File: src/logic/mcu_core_pkg.sv
package mcu_core_pkg;

  localparam int IW = 16;
  localparam int DW = 8;
  localparam int AW = 13;
  localparam int FAW = 9;
  localparam int STACK_DEPTH = 8;
  localparam int SPW = 3;

  // register map on the apb side
  localparam logic [7:0] CTRL_OFS = 8'h00;
  localparam logic [7:0] TBLPTR_OFS = 8'h04;
  localparam logic [7:0] STATUS_OFS = 8'h08;
  localparam logic [7:0] ACC_OFS = 8'h0c;
  localparam logic [7:0] PROGCTR_OFS = 8'h10;

  localparam int CTRL_RUN_BIT = 0;
  localparam int STAT_CARRY_BIT = 0;
  localparam int STAT_NIBBLE_BIT = 1;
  localparam int STAT_ZERO_BIT = 2;
  localparam int STAT_SLEEPFLAG_BIT = 3;
  localparam int STAT_WDEXP_BIT = 4;
  localparam int STAT_ASLEEP_BIT = 5;

  localparam logic RUN_RST = 1'b1;
  localparam logic WDEXP_RST = 1'b1;
  localparam logic SLEEPFLAG_RST = 1'b1;
  localparam logic [AW-1:0] VECTOR_RST = 13'h0000;

  // whole-word encodings
  localparam logic [IW-1:0] WORD_SUB_RETURN = 16'h0040;
  localparam logic [IW-1:0] WORD_INT_RETURN = 16'h0060;
  localparam logic [IW-1:0] WORD_LOOKUP_LOW = 16'h0050;
  localparam logic [IW-1:0] WORD_LOOKUP_HIGH = 16'h0058;
  localparam logic [IW-1:0] WORD_ZERO_ACC = 16'h0140;
  localparam logic [IW-1:0] WORD_POWER_DOWN = 16'h1e03;
  localparam logic [IW-1:0] WORD_WATCHDOG_KICK = 16'h1e04;

  localparam logic [1:0] GRP_BYTE = 2'b00;
  localparam logic [1:0] GRP_LIT = 2'b01;
  localparam logic [1:0] GRP_BRANCH = 2'b10;
  localparam logic [1:0] GRP_BIT = 2'b11;

  localparam logic [3:0] OP_MISC = 4'h0;
  localparam logic [3:0] OP_ZERO = 4'h1;
  localparam logic [3:0] OP_SUB = 4'h2;
  localparam logic [3:0] OP_DEC = 4'h3;
  localparam logic [3:0] OP_OR = 4'h4;
  localparam logic [3:0] OP_AND = 4'h5;
  localparam logic [3:0] OP_XOR = 4'h6;
  localparam logic [3:0] OP_ADD = 4'h7;
  localparam logic [3:0] OP_COPY = 4'h8;
  localparam logic [3:0] OP_INV = 4'h9;
  localparam logic [3:0] OP_INC = 4'ha;
  localparam logic [3:0] OP_DECSZ = 4'hb;
  localparam logic [3:0] OP_RR = 4'hc;
  localparam logic [3:0] OP_RL = 4'hd;
  localparam logic [3:0] OP_SWAP = 4'he;
  localparam logic [3:0] OP_INCSZ = 4'hf;

  localparam logic [3:0] LIT_RETURN = 4'h8;
  localparam logic [3:0] LIT_LOAD = 4'h9;
  localparam logic [3:0] LIT_OR = 4'ha;
  localparam logic [3:0] LIT_AND = 4'hb;
  localparam logic [3:0] LIT_ADD = 4'hc;
  localparam logic [3:0] LIT_XOR = 4'hd;
  localparam logic [3:0] LIT_SYS = 4'he;
  localparam logic [3:0] LIT_SUB = 4'hf;

  localparam logic [1:0] BOP_CLR = 2'b00;
  localparam logic [1:0] BOP_SET = 2'b01;
  localparam logic [1:0] BOP_SKIP_LOW = 2'b10;
  localparam logic [1:0] BOP_SKIP_HIGH = 2'b11;

  typedef enum logic [3:0] {
    ST_EXEC = 4'b0001,
    ST_SKIP = 4'b0010,
    ST_BUBBLE = 4'b0100,
    ST_TABLE = 4'b1000
  } core_state_t;

  // returns {carry, nibble carry, sum}
  function automatic logic [9:0] add8(input logic [7:0] a, input logic [7:0] b,
                                      input logic ci);
    logic [4:0] lo;
    logic [4:0] hi;
    lo = {1'b0, a[3:0]} + {1'b0, b[3:0]} + {4'h0, ci};
    hi = {1'b0, a[7:4]} + {1'b0, b[7:4]} + {4'h0, lo[4]};
    return {hi[4], lo[4], hi[3:0], lo[3:0]};
  endfunction : add8

endpackage : mcu_core_pkg

File: src/logic/file_ram.sv
`timescale 1ns/1ns
module file_ram
  import mcu_core_pkg::*;
(
  input wire logic pclk, // core clock
  input wire logic we, // write strobe
  input wire logic [FAW-1:0] waddr, // write address
  input wire logic [DW-1:0] wdata, // write byte
  input wire logic [FAW-1:0] raddr, // read address
  output logic [DW-1:0] rdata // read byte, same cycle
);

  // data memory is left unreset; software initialises what it uses
  logic [DW-1:0] mem [0:(1<<FAW)-1];

  always_ff @(posedge pclk) begin
    if (we) begin
      mem[waddr] <= wdata;
    end
  end

  assign rdata = mem[raddr];

endmodule : file_ram

File: src/logic/mcu_core.sv
`timescale 1ns/1ns
module mcu_core
  import mcu_core_pkg::*;
(
  input wire logic pclk, // core clock
  input wire logic presetn, // async reset, active low
  input wire logic psel, // apb select
  input wire logic penable, // apb access phase
  input wire logic pwrite, // apb direction
  input wire logic [7:0] paddr, // apb byte address
  input wire logic [31:0] pwdata, // apb write data
  output logic [31:0] prdata, // apb read data
  output logic pready, // apb ready
  output logic pslverr, // apb error, unmapped address
  output logic [AW-1:0] prog_addr, // program memory address
  input wire logic [IW-1:0] prog_rdata, // program word at prog_addr
  output logic watchdog_clear, // one-cycle watchdog restart
  output logic sleep_active // core in power-down
);

  typedef struct packed {
    core_state_t state;
    logic [AW-1:0] program_counter;
    logic [AW-1:0] fetch;
    logic [DW-1:0] acc;
    logic carry;
    logic nibble_carry_flag;
    logic zero;
    logic watchdog_expired_flag;
    logic sleep_status_flag;
    logic asleep;
    logic run;
    logic [AW-1:0] tblptr;
    logic [DW-1:0] table_read_latch;
    logic tbl_high;
    logic [STACK_DEPTH-1:0][AW-1:0] stack;
    logic [SPW-1:0] sp;
    logic ready;
    logic [31:0] rdata;
    logic slverr;
    logic wdt_clr;
  } core_t;

  core_t st_ff;
  core_t nxt_st;

  logic [DW-1:0] fval;
  logic [9:0] sum;
  logic [DW-1:0] res;
  logic to_acc;
  logic to_file;
  logic zf_upd;
  logic skip;
  logic go;
  logic execing;
  logic apb_access;
  logic apb_commit;

  // decoded fields
  // opcode groups
  wire [IW-1:0] instr = prog_rdata;
  wire [1:0] grp = instr[13:12];
  wire [3:0] op = instr[11:8];
  wire dbit = instr[7];
  wire [FAW-1:0] faddr = {instr[15:14], instr[6:0]};
  wire [2:0] bsel = instr[9:7];
  wire [1:0] bop = instr[11:10];
  wire [DW-1:0] lit = instr[7:0];
  wire [AW-1:0] tgt = {instr[15:14], instr[10:0]};
  wire lit_ok = (grp == GRP_LIT) && (instr[15:14] == 2'b00);

  assign go = st_ff.run && !st_ff.asleep;
  assign execing = go && (st_ff.state == ST_EXEC);
  assign apb_access = psel && penable && !st_ff.ready;
  // writes land only on the edge that completes the transfer
  assign apb_commit = psel && penable && st_ff.ready && pwrite;

  file_ram u_file_ram (
    .pclk(pclk),
    .we(to_file),
    .waddr(faddr),
    .wdata(res),
    .raddr(faddr),
    .rdata(fval)
  );

  always_comb begin
    nxt_st = st_ff;
    sum = '0;
    res = '0;
    to_acc = 1'b0;
    to_file = 1'b0;
    zf_upd = 1'b0;
    skip = 1'b0;
    nxt_st.wdt_clr = 1'b0;
    case (st_ff.state)
      ST_EXEC: begin
        if (go) begin
          nxt_st.program_counter = st_ff.program_counter + 13'd1;
          case (grp)
            GRP_BYTE: begin
              to_acc = !dbit;
              to_file = dbit;
              zf_upd = 1'b1;
              case (op)
                OP_MISC: begin
                  res = st_ff.acc;
                  to_acc = 1'b0;
                  zf_upd = 1'b0;
                  if (instr == WORD_SUB_RETURN || instr == WORD_INT_RETURN) begin
                    nxt_st.sp = st_ff.sp - 3'd1;
                    nxt_st.program_counter = st_ff.stack[st_ff.sp - 3'd1];
                    nxt_st.state = ST_BUBBLE;
                  end else if (instr == WORD_LOOKUP_LOW || instr == WORD_LOOKUP_HIGH) begin
                    nxt_st.tbl_high = (instr == WORD_LOOKUP_HIGH);
                    nxt_st.state = ST_TABLE;
                  end
                end
                OP_ZERO: begin
                  to_acc = (instr == WORD_ZERO_ACC);
                  zf_upd = to_acc || dbit;
                end
                OP_SUB: begin
                  sum = add8(fval, ~st_ff.acc, 1'b1);
                  res = sum[7:0];
                  nxt_st.carry = sum[9];
                  nxt_st.nibble_carry_flag = sum[8];
                end
                OP_ADD: begin
                  sum = add8(fval, st_ff.acc, 1'b0);
                  res = sum[7:0];
                  nxt_st.carry = sum[9];
                  nxt_st.nibble_carry_flag = sum[8];
                end
                OP_AND: res = fval & st_ff.acc;
                OP_OR: res = fval | st_ff.acc;
                OP_XOR: res = fval ^ st_ff.acc;
                OP_INV: res = ~fval;
                OP_DEC: res = fval - 8'd1;
                OP_INC: res = fval + 8'd1;
                OP_DECSZ: begin
                  res = fval - 8'd1;
                  zf_upd = 1'b0;
                  skip = (res == 8'h00);
                end
                OP_INCSZ: begin
                  res = fval + 8'd1;
                  zf_upd = 1'b0;
                  skip = (res == 8'h00);
                end
                OP_RL: begin
                  res = {fval[6:0], st_ff.carry};
                  nxt_st.carry = fval[7];
                  zf_upd = 1'b0;
                end
                OP_RR: begin
                  res = {st_ff.carry, fval[7:1]};
                  nxt_st.carry = fval[0];
                  zf_upd = 1'b0;
                end
                OP_SWAP: begin
                  res = {fval[3:0], fval[7:4]};
                  zf_upd = 1'b0;
                end
                default: begin
                  // copy or probe; probe writes nothing back
                  res = fval;
                  to_file = 1'b0;
                end
              endcase
            end
            GRP_LIT: begin
              if (lit_ok) begin
                to_acc = 1'b1;
                zf_upd = 1'b1;
                case (op)
                  LIT_ADD: begin
                    sum = add8(st_ff.acc, lit, 1'b0);
                    res = sum[7:0];
                    nxt_st.carry = sum[9];
                    nxt_st.nibble_carry_flag = sum[8];
                  end
                  LIT_SUB: begin
                    sum = add8(lit, ~st_ff.acc, 1'b1);
                    res = sum[7:0];
                    nxt_st.carry = sum[9];
                    nxt_st.nibble_carry_flag = sum[8];
                  end
                  LIT_AND: res = st_ff.acc & lit;
                  LIT_OR: res = st_ff.acc | lit;
                  LIT_XOR: res = st_ff.acc ^ lit;
                  LIT_LOAD: begin
                    res = lit;
                    zf_upd = 1'b0;
                  end
                  LIT_RETURN: begin
                    res = lit;
                    zf_upd = 1'b0;
                    nxt_st.sp = st_ff.sp - 3'd1;
                    nxt_st.program_counter = st_ff.stack[st_ff.sp - 3'd1];
                    nxt_st.state = ST_BUBBLE;
                  end
                  LIT_SYS: begin
                    to_acc = 1'b0;
                    zf_upd = 1'b0;
                    if (instr == WORD_POWER_DOWN) begin
                      nxt_st.asleep = 1'b1;
                      nxt_st.watchdog_expired_flag = 1'b1;
                      nxt_st.sleep_status_flag = 1'b0;
                    end else if (instr == WORD_WATCHDOG_KICK) begin
                      nxt_st.wdt_clr = 1'b1;
                      nxt_st.watchdog_expired_flag = 1'b1;
                      nxt_st.sleep_status_flag = 1'b1;
                    end
                  end
                  default: begin
                    to_acc = 1'b0;
                    zf_upd = 1'b0;
                  end
                endcase
              end
            end
            GRP_BRANCH: begin
              if (!instr[11]) begin
                nxt_st.stack[st_ff.sp] = st_ff.program_counter + 13'd1;
                nxt_st.sp = st_ff.sp + 3'd1;
              end
              nxt_st.program_counter = tgt;
              nxt_st.state = ST_BUBBLE;
            end
            default: begin
              res = fval;
              case (bop)
                BOP_CLR: begin
                  res[bsel] = 1'b0;
                  to_file = 1'b1;
                end
                BOP_SET: begin
                  res[bsel] = 1'b1;
                  to_file = 1'b1;
                end
                BOP_SKIP_LOW: skip = !fval[bsel];
                default: skip = fval[bsel];
              endcase
            end
          endcase
          if (zf_upd) begin
            nxt_st.zero = (res == 8'h00);
          end
          if (to_acc) begin
            nxt_st.acc = res;
          end
          if (skip) begin
            nxt_st.program_counter = st_ff.program_counter + 13'd2;
            nxt_st.state = ST_SKIP;
          end
          // lookup borrows the fetch port for one cycle
          nxt_st.fetch = (nxt_st.state == ST_TABLE) ? st_ff.tblptr
                                                    : nxt_st.program_counter;
        end
      end
      ST_TABLE: begin
        if (go) begin
          res = st_ff.tbl_high ? instr[15:8] : instr[7:0];
          nxt_st.acc = res;
          nxt_st.table_read_latch = res;
          nxt_st.fetch = st_ff.program_counter;
          nxt_st.state = ST_EXEC;
        end
      end
      default: begin
        // skip slot or branch bubble: the word on the bus is ignored
        if (go) begin
          nxt_st.state = ST_EXEC;
        end
      end
    endcase

    // apb slave: answer one cycle into the access phase
    nxt_st.ready = apb_access;
    nxt_st.slverr = 1'b0;
    if (apb_access) begin
      nxt_st.rdata = '0;
      if (paddr == CTRL_OFS) begin
        nxt_st.rdata[CTRL_RUN_BIT] = st_ff.run;
      end else if (paddr == TBLPTR_OFS) begin
        nxt_st.rdata = {19'h0, st_ff.tblptr};
      end else if (paddr == STATUS_OFS) begin
        nxt_st.rdata[STAT_CARRY_BIT] = st_ff.carry;
        nxt_st.rdata[STAT_NIBBLE_BIT] = st_ff.nibble_carry_flag;
        nxt_st.rdata[STAT_ZERO_BIT] = st_ff.zero;
        nxt_st.rdata[STAT_SLEEPFLAG_BIT] = st_ff.sleep_status_flag;
        nxt_st.rdata[STAT_WDEXP_BIT] = st_ff.watchdog_expired_flag;
        nxt_st.rdata[STAT_ASLEEP_BIT] = st_ff.asleep;
      end else if (paddr == ACC_OFS) begin
        nxt_st.rdata = {16'h0, st_ff.table_read_latch, st_ff.acc};
      end else if (paddr == PROGCTR_OFS) begin
        nxt_st.rdata = {19'h0, st_ff.program_counter};
      end else begin
        nxt_st.slverr = 1'b1;
      end
    end
    // software wins over a power-down in the same cycle, so a wake is never lost
    if (apb_commit) begin
      if (paddr == CTRL_OFS) begin
        nxt_st.run = pwdata[CTRL_RUN_BIT];
        if (pwdata[CTRL_RUN_BIT]) begin
          nxt_st.asleep = 1'b0;
        end
      end else if (paddr == TBLPTR_OFS) begin
        nxt_st.tblptr = pwdata[AW-1:0];
      end
    end
  end

  always_ff @(posedge pclk or negedge presetn) begin
    if (!presetn) begin
      st_ff <= '0;
      st_ff.state <= ST_EXEC;
      st_ff.program_counter <= VECTOR_RST;
      st_ff.fetch <= VECTOR_RST;
      st_ff.run <= RUN_RST;
      st_ff.watchdog_expired_flag <= WDEXP_RST;
      st_ff.sleep_status_flag <= SLEEPFLAG_RST;
    end else begin
      st_ff <= nxt_st;
    end
  end

  assign prdata = st_ff.rdata;
  assign pready = st_ff.ready;
  assign pslverr = st_ff.slverr;
  assign prog_addr = st_ff.fetch;
  assign watchdog_clear = st_ff.wdt_clr;
  assign sleep_active = st_ff.asleep;
endmodule : mcu_core

File: config.mk
export PLATFORM = sky130hd
export DESIGN_NAME = mcu_core
export DESIGN_NICKNAME = d
export VERILOG_FILES = /design/src/logic/mcu_core_pkg.sv /design/src/logic/file_ram.sv /design/src/logic/mcu_core.sv
export SDC_FILE = /design/constraint.sdc
export NUM_CORES = 2
export LEC_CHECK = 0
export BUFFER_PORTS_ARGS = -buffer_cell sky130_fd_sc_hd__buf_2
export CORE_ASPECT_RATIO = 0.6
export CORE_MARGIN = 2
export CORE_UTILIZATION = 46
export CTS_CLUSTER_SIZE = 16
export DETAILED_ROUTE_END_ITERATION = 6
export PLACE_DENSITY = 0.68
export SETUP_SLACK_MARGIN = 0.02
export SYNTH_ARGS = -nofsm -noshare
export SYNTH_HDL_FRONTEND = slang
export SYNTH_HIERARCHICAL = 1
export SYNTH_SLANG_ARGS = --single-unit
File: constraint.sdc
create_clock -name pclk -period 40.6 [get_ports pclk]
set_clock_uncertainty 0.15 [all_clocks]
set_input_delay 4.06 -clock pclk [delete_from_list [all_inputs] [get_ports pclk]]
set_output_delay 4.06 -clock pclk [all_outputs]
set_load 0.005 [all_outputs]
==> metrics.cfg <==
[outcome]
run_status=finished with violations
violations=capacitance limit, slew limit

[synth]
post_synth.cell_area_avg_um2=18.0
yosysWarningCount=6
yosysUniqueCellTypes=91
ys_seq_elements=4288
synth-main-ff-cell=edfxtp_1
ys_seq_area_share_pct=73.6
post_synthesis_instance_area_um2=174000
syn-instance-count=9633
ys_async_sr_fraction_pct=4.48
synth-edff-count=4096

[grt]
grt_remaining_overflow=0
first_global_vias=91436
grt_usage_pct=23.6
grt_max_degree=223
grt_pass1_wl_um=661000
number_of_antenna_violations_at_the_first_check_in_global_routing=22

[clocking]
post_cts_resize_count=0
cts_buffers=370
cts_tree=done
clkSlewWorstSetupHoldPaths_ns=0.06
clk_latency_ns=0.97
cts.path.max_buffers=4
cts_hold_buffers=0
clock-root-buffer=clkbuf_16
cts.sinks=4288
cts_setup_buffers=0
htreeDepth=5

[placement]
dp_hpwl_um=288000
port_buffers=74
place_congestion=0.920
numPlacedInstances=14256
placement.cell_area_um2=179000

[timing]
slew_violations=2
tightest_hold_margin_ns=0.327
final-hold-violation-count=0
max_clock_freq_mhz=58.1
setup-violations-final=0
timing.final.crit_period_ns=17.23
unrepaired_setup_endpoints_after_global_routing=false
max-slew-margin-rel_pct=-2.91
timing.setup.tns_ns=0
worst_pin_slew_ns=1.53
layout_worst_path_cycle_share_pct=42.4

[finish]
stdcell_area_um2=191000
design.final.nets=9741
post_route_cells_drive_above_1_share_pct=16.0
fillCellCount=29483
flow.area_growth_from_synthesis_pct=9.92
final_cells=14939

[floorplan]
dieWidth_um=797
ioPinCount=110
die_outline_area_um2=383000
floorplan_row_count=174
die_h_um=480
start_util_pct=46.3
core_area_um2=375000

[power_and_ir_drop]
peakVddDrop_v=0.0000500
total_power_draw_mw=8.85
power.combinational.fraction_pct=5.1
intPower_mw=6.94
p_leak_nw=62.7
p_seq_share_pct=54.0
share_clk_of_total_power_pct=41.0
power_dens_cells_nw_per_um2=46.3
power.switching_mw=1.90
power.switching_fraction_pct=21.5

[setup_path]
critical_path.max_stage_delay_ns=0.97
timing.critical_path.arrival_ns=17.63
worstPathMaxFanout=107
r2r_slack_ns=29.32
most_used_cell_cp=buf_4
end_kind=register
start_kind=input pin
path_class=in2reg
critPathSlowestCell=o21ai_0
crit_required_ns=41.01

[drt]
avgViaCountPerCell=6.45
firstDrtPassIters=6
drt-wirelength-per-cell_um=31.1
dr_total_vias=96410
ant_nets=0
route.detailed.drc=0
routed_wirelength_um=464000
detail_route.iter0.violations=15238

[run]
maxCapViolations=1

[hold_path]
worstHoldPathType=reg2reg

==> cells in the final DEF, fill, tap and decap left out, drive strengths merged, types with 86 or more instances in the layout <==
cell	count
a21oi	267
buf	266
clkbuf	454
clkinv	160
dfrtp	189
edfxtp	4096
mux2i	851
mux4	683
nand2	349
nand3	86
nor2	709
nor3	142
o21ai	309
o221ai	384
o22ai	180
==> power groups by stage <==
stage          clock network [mW]  registers (mW)  logic, mW
2_1_floorplan                   0            4.87      0.288
6_report                     3.62            4.77      0.448
5_1_grt                      3.83            4.77      0.467
3_5_place_dp                    0            4.87      0.434
3_3_place_gp                    0            4.87      0.429
4_1_cts                      3.66            4.77      0.435
==> cells by family after synthesis <==
| group | synth area share [%] |
|---|---|
| AO/OA/AOI/OAI | 5.60 |
| XOR/XNOR | 0.146 |
| adder cells (fa/ha/maj) | 0.527 |
| buffers and inverters | 2.29 |
| flip-flops | 73.6 |
| multiplexers | 14.0 |
| other | 0.00216 |
| AND/OR/NAND/NOR | 3.90 |
==> stage by stage <==
| step | setup slack [ns] | util [%] |
|---|---|---|
| floorplan | 11.58 | - |
| global placement | 23.12 | 47.6 |
| detailed placement | 22.86 | 47.6 |
| CTS | 23.77 | 50.9 |
| global route | 22.69 | 50.9 |
| finish | 23.38 | 50.9 |
==> cell usage after synthesis (78+ instances only) <==
cell type	count	area share, %
a21oi_1	263	0.76
buf_2	78	0.22
buf_4	115	0.50
clkbuf_1	345	0.75
dfrtp_1	189	2.7
edfxtp_1	4096	71
mux2i_1	851	4.9
mux4_2	683	8.9
nand2_1	349	0.75
nand3_1	86	0.25
nor2_1	709	1.5
nor3_1	142	0.41
o21ai_0	302	0.87
o221ai_1	383	1.9
o22ai_1	180	0.65
==> critical path, delay by kind of cell <==
family                   cells  cell delay [ns]
buffers and inverters       12             6.71
AO/OA/AOI/OAI                8             2.39
adder cells (fa/ha/maj)      4             1.47
AND/OR/NAND/NOR              6             1.41
multiplexers                 2             0.69
==> state kept, by name (all words and copies together) (netlist names) <==
register	flops
prdata	16
pready	1
prog_addr	13
pslverr	1
sleep_active	1
st_ff	159
u_file_ram/mem	4096
watchdog_clear	1
==> per-layer routing <==
metal | vias up | share of wire [%] | track usage (%)
li1 | 39074 | - | -
met1 | 50465 | 42 | 37.5
met2 | 6214 | 41 | 31.3
met3 | 637 | 15 | 8.21
met4 | 20 | 2.0 | 4.52
met5 | - | 0.043 | 0.161
==> final cells by class <==
class | instances | area [µm²] | share of cell area [%]
antenna | 3 | 7.51 | 0.00393
clock buffer | 452 | 9770 | 5.12
timing repair buffer | 268 | 2100 | 1.10
inverter | 56 | 218 | 0.114
multi-input combinational | 4630 | 42300 | 22.2
sequential | 4288 | 128000 | 66.9
tap | 5016 | 6280 | 3.29
clock inverter | 226 | 2460 | 1.29
==> path summary, 6_finish.rpt <==
| path | to | cells after the start | from |
|---|---|---|---|
| min reg2reg | st_ff[111] | 2 | st_ff[111] |
| min | st_ff[111] | 2 | st_ff[111] |
| max in group asynchronous | st_ff[78] | 2 | presetn |
| min in group asynchronous | prdata[2] | 1 | presetn |
| max reg2reg | u_file_ram/mem[426][5] | 28 | u_file_ram/mem[257][2] |
| max | u_file_ram/mem[426][5] | 32 | prog_rdata[0] |
Note: power is estimated with default switching activity, not from simulation.
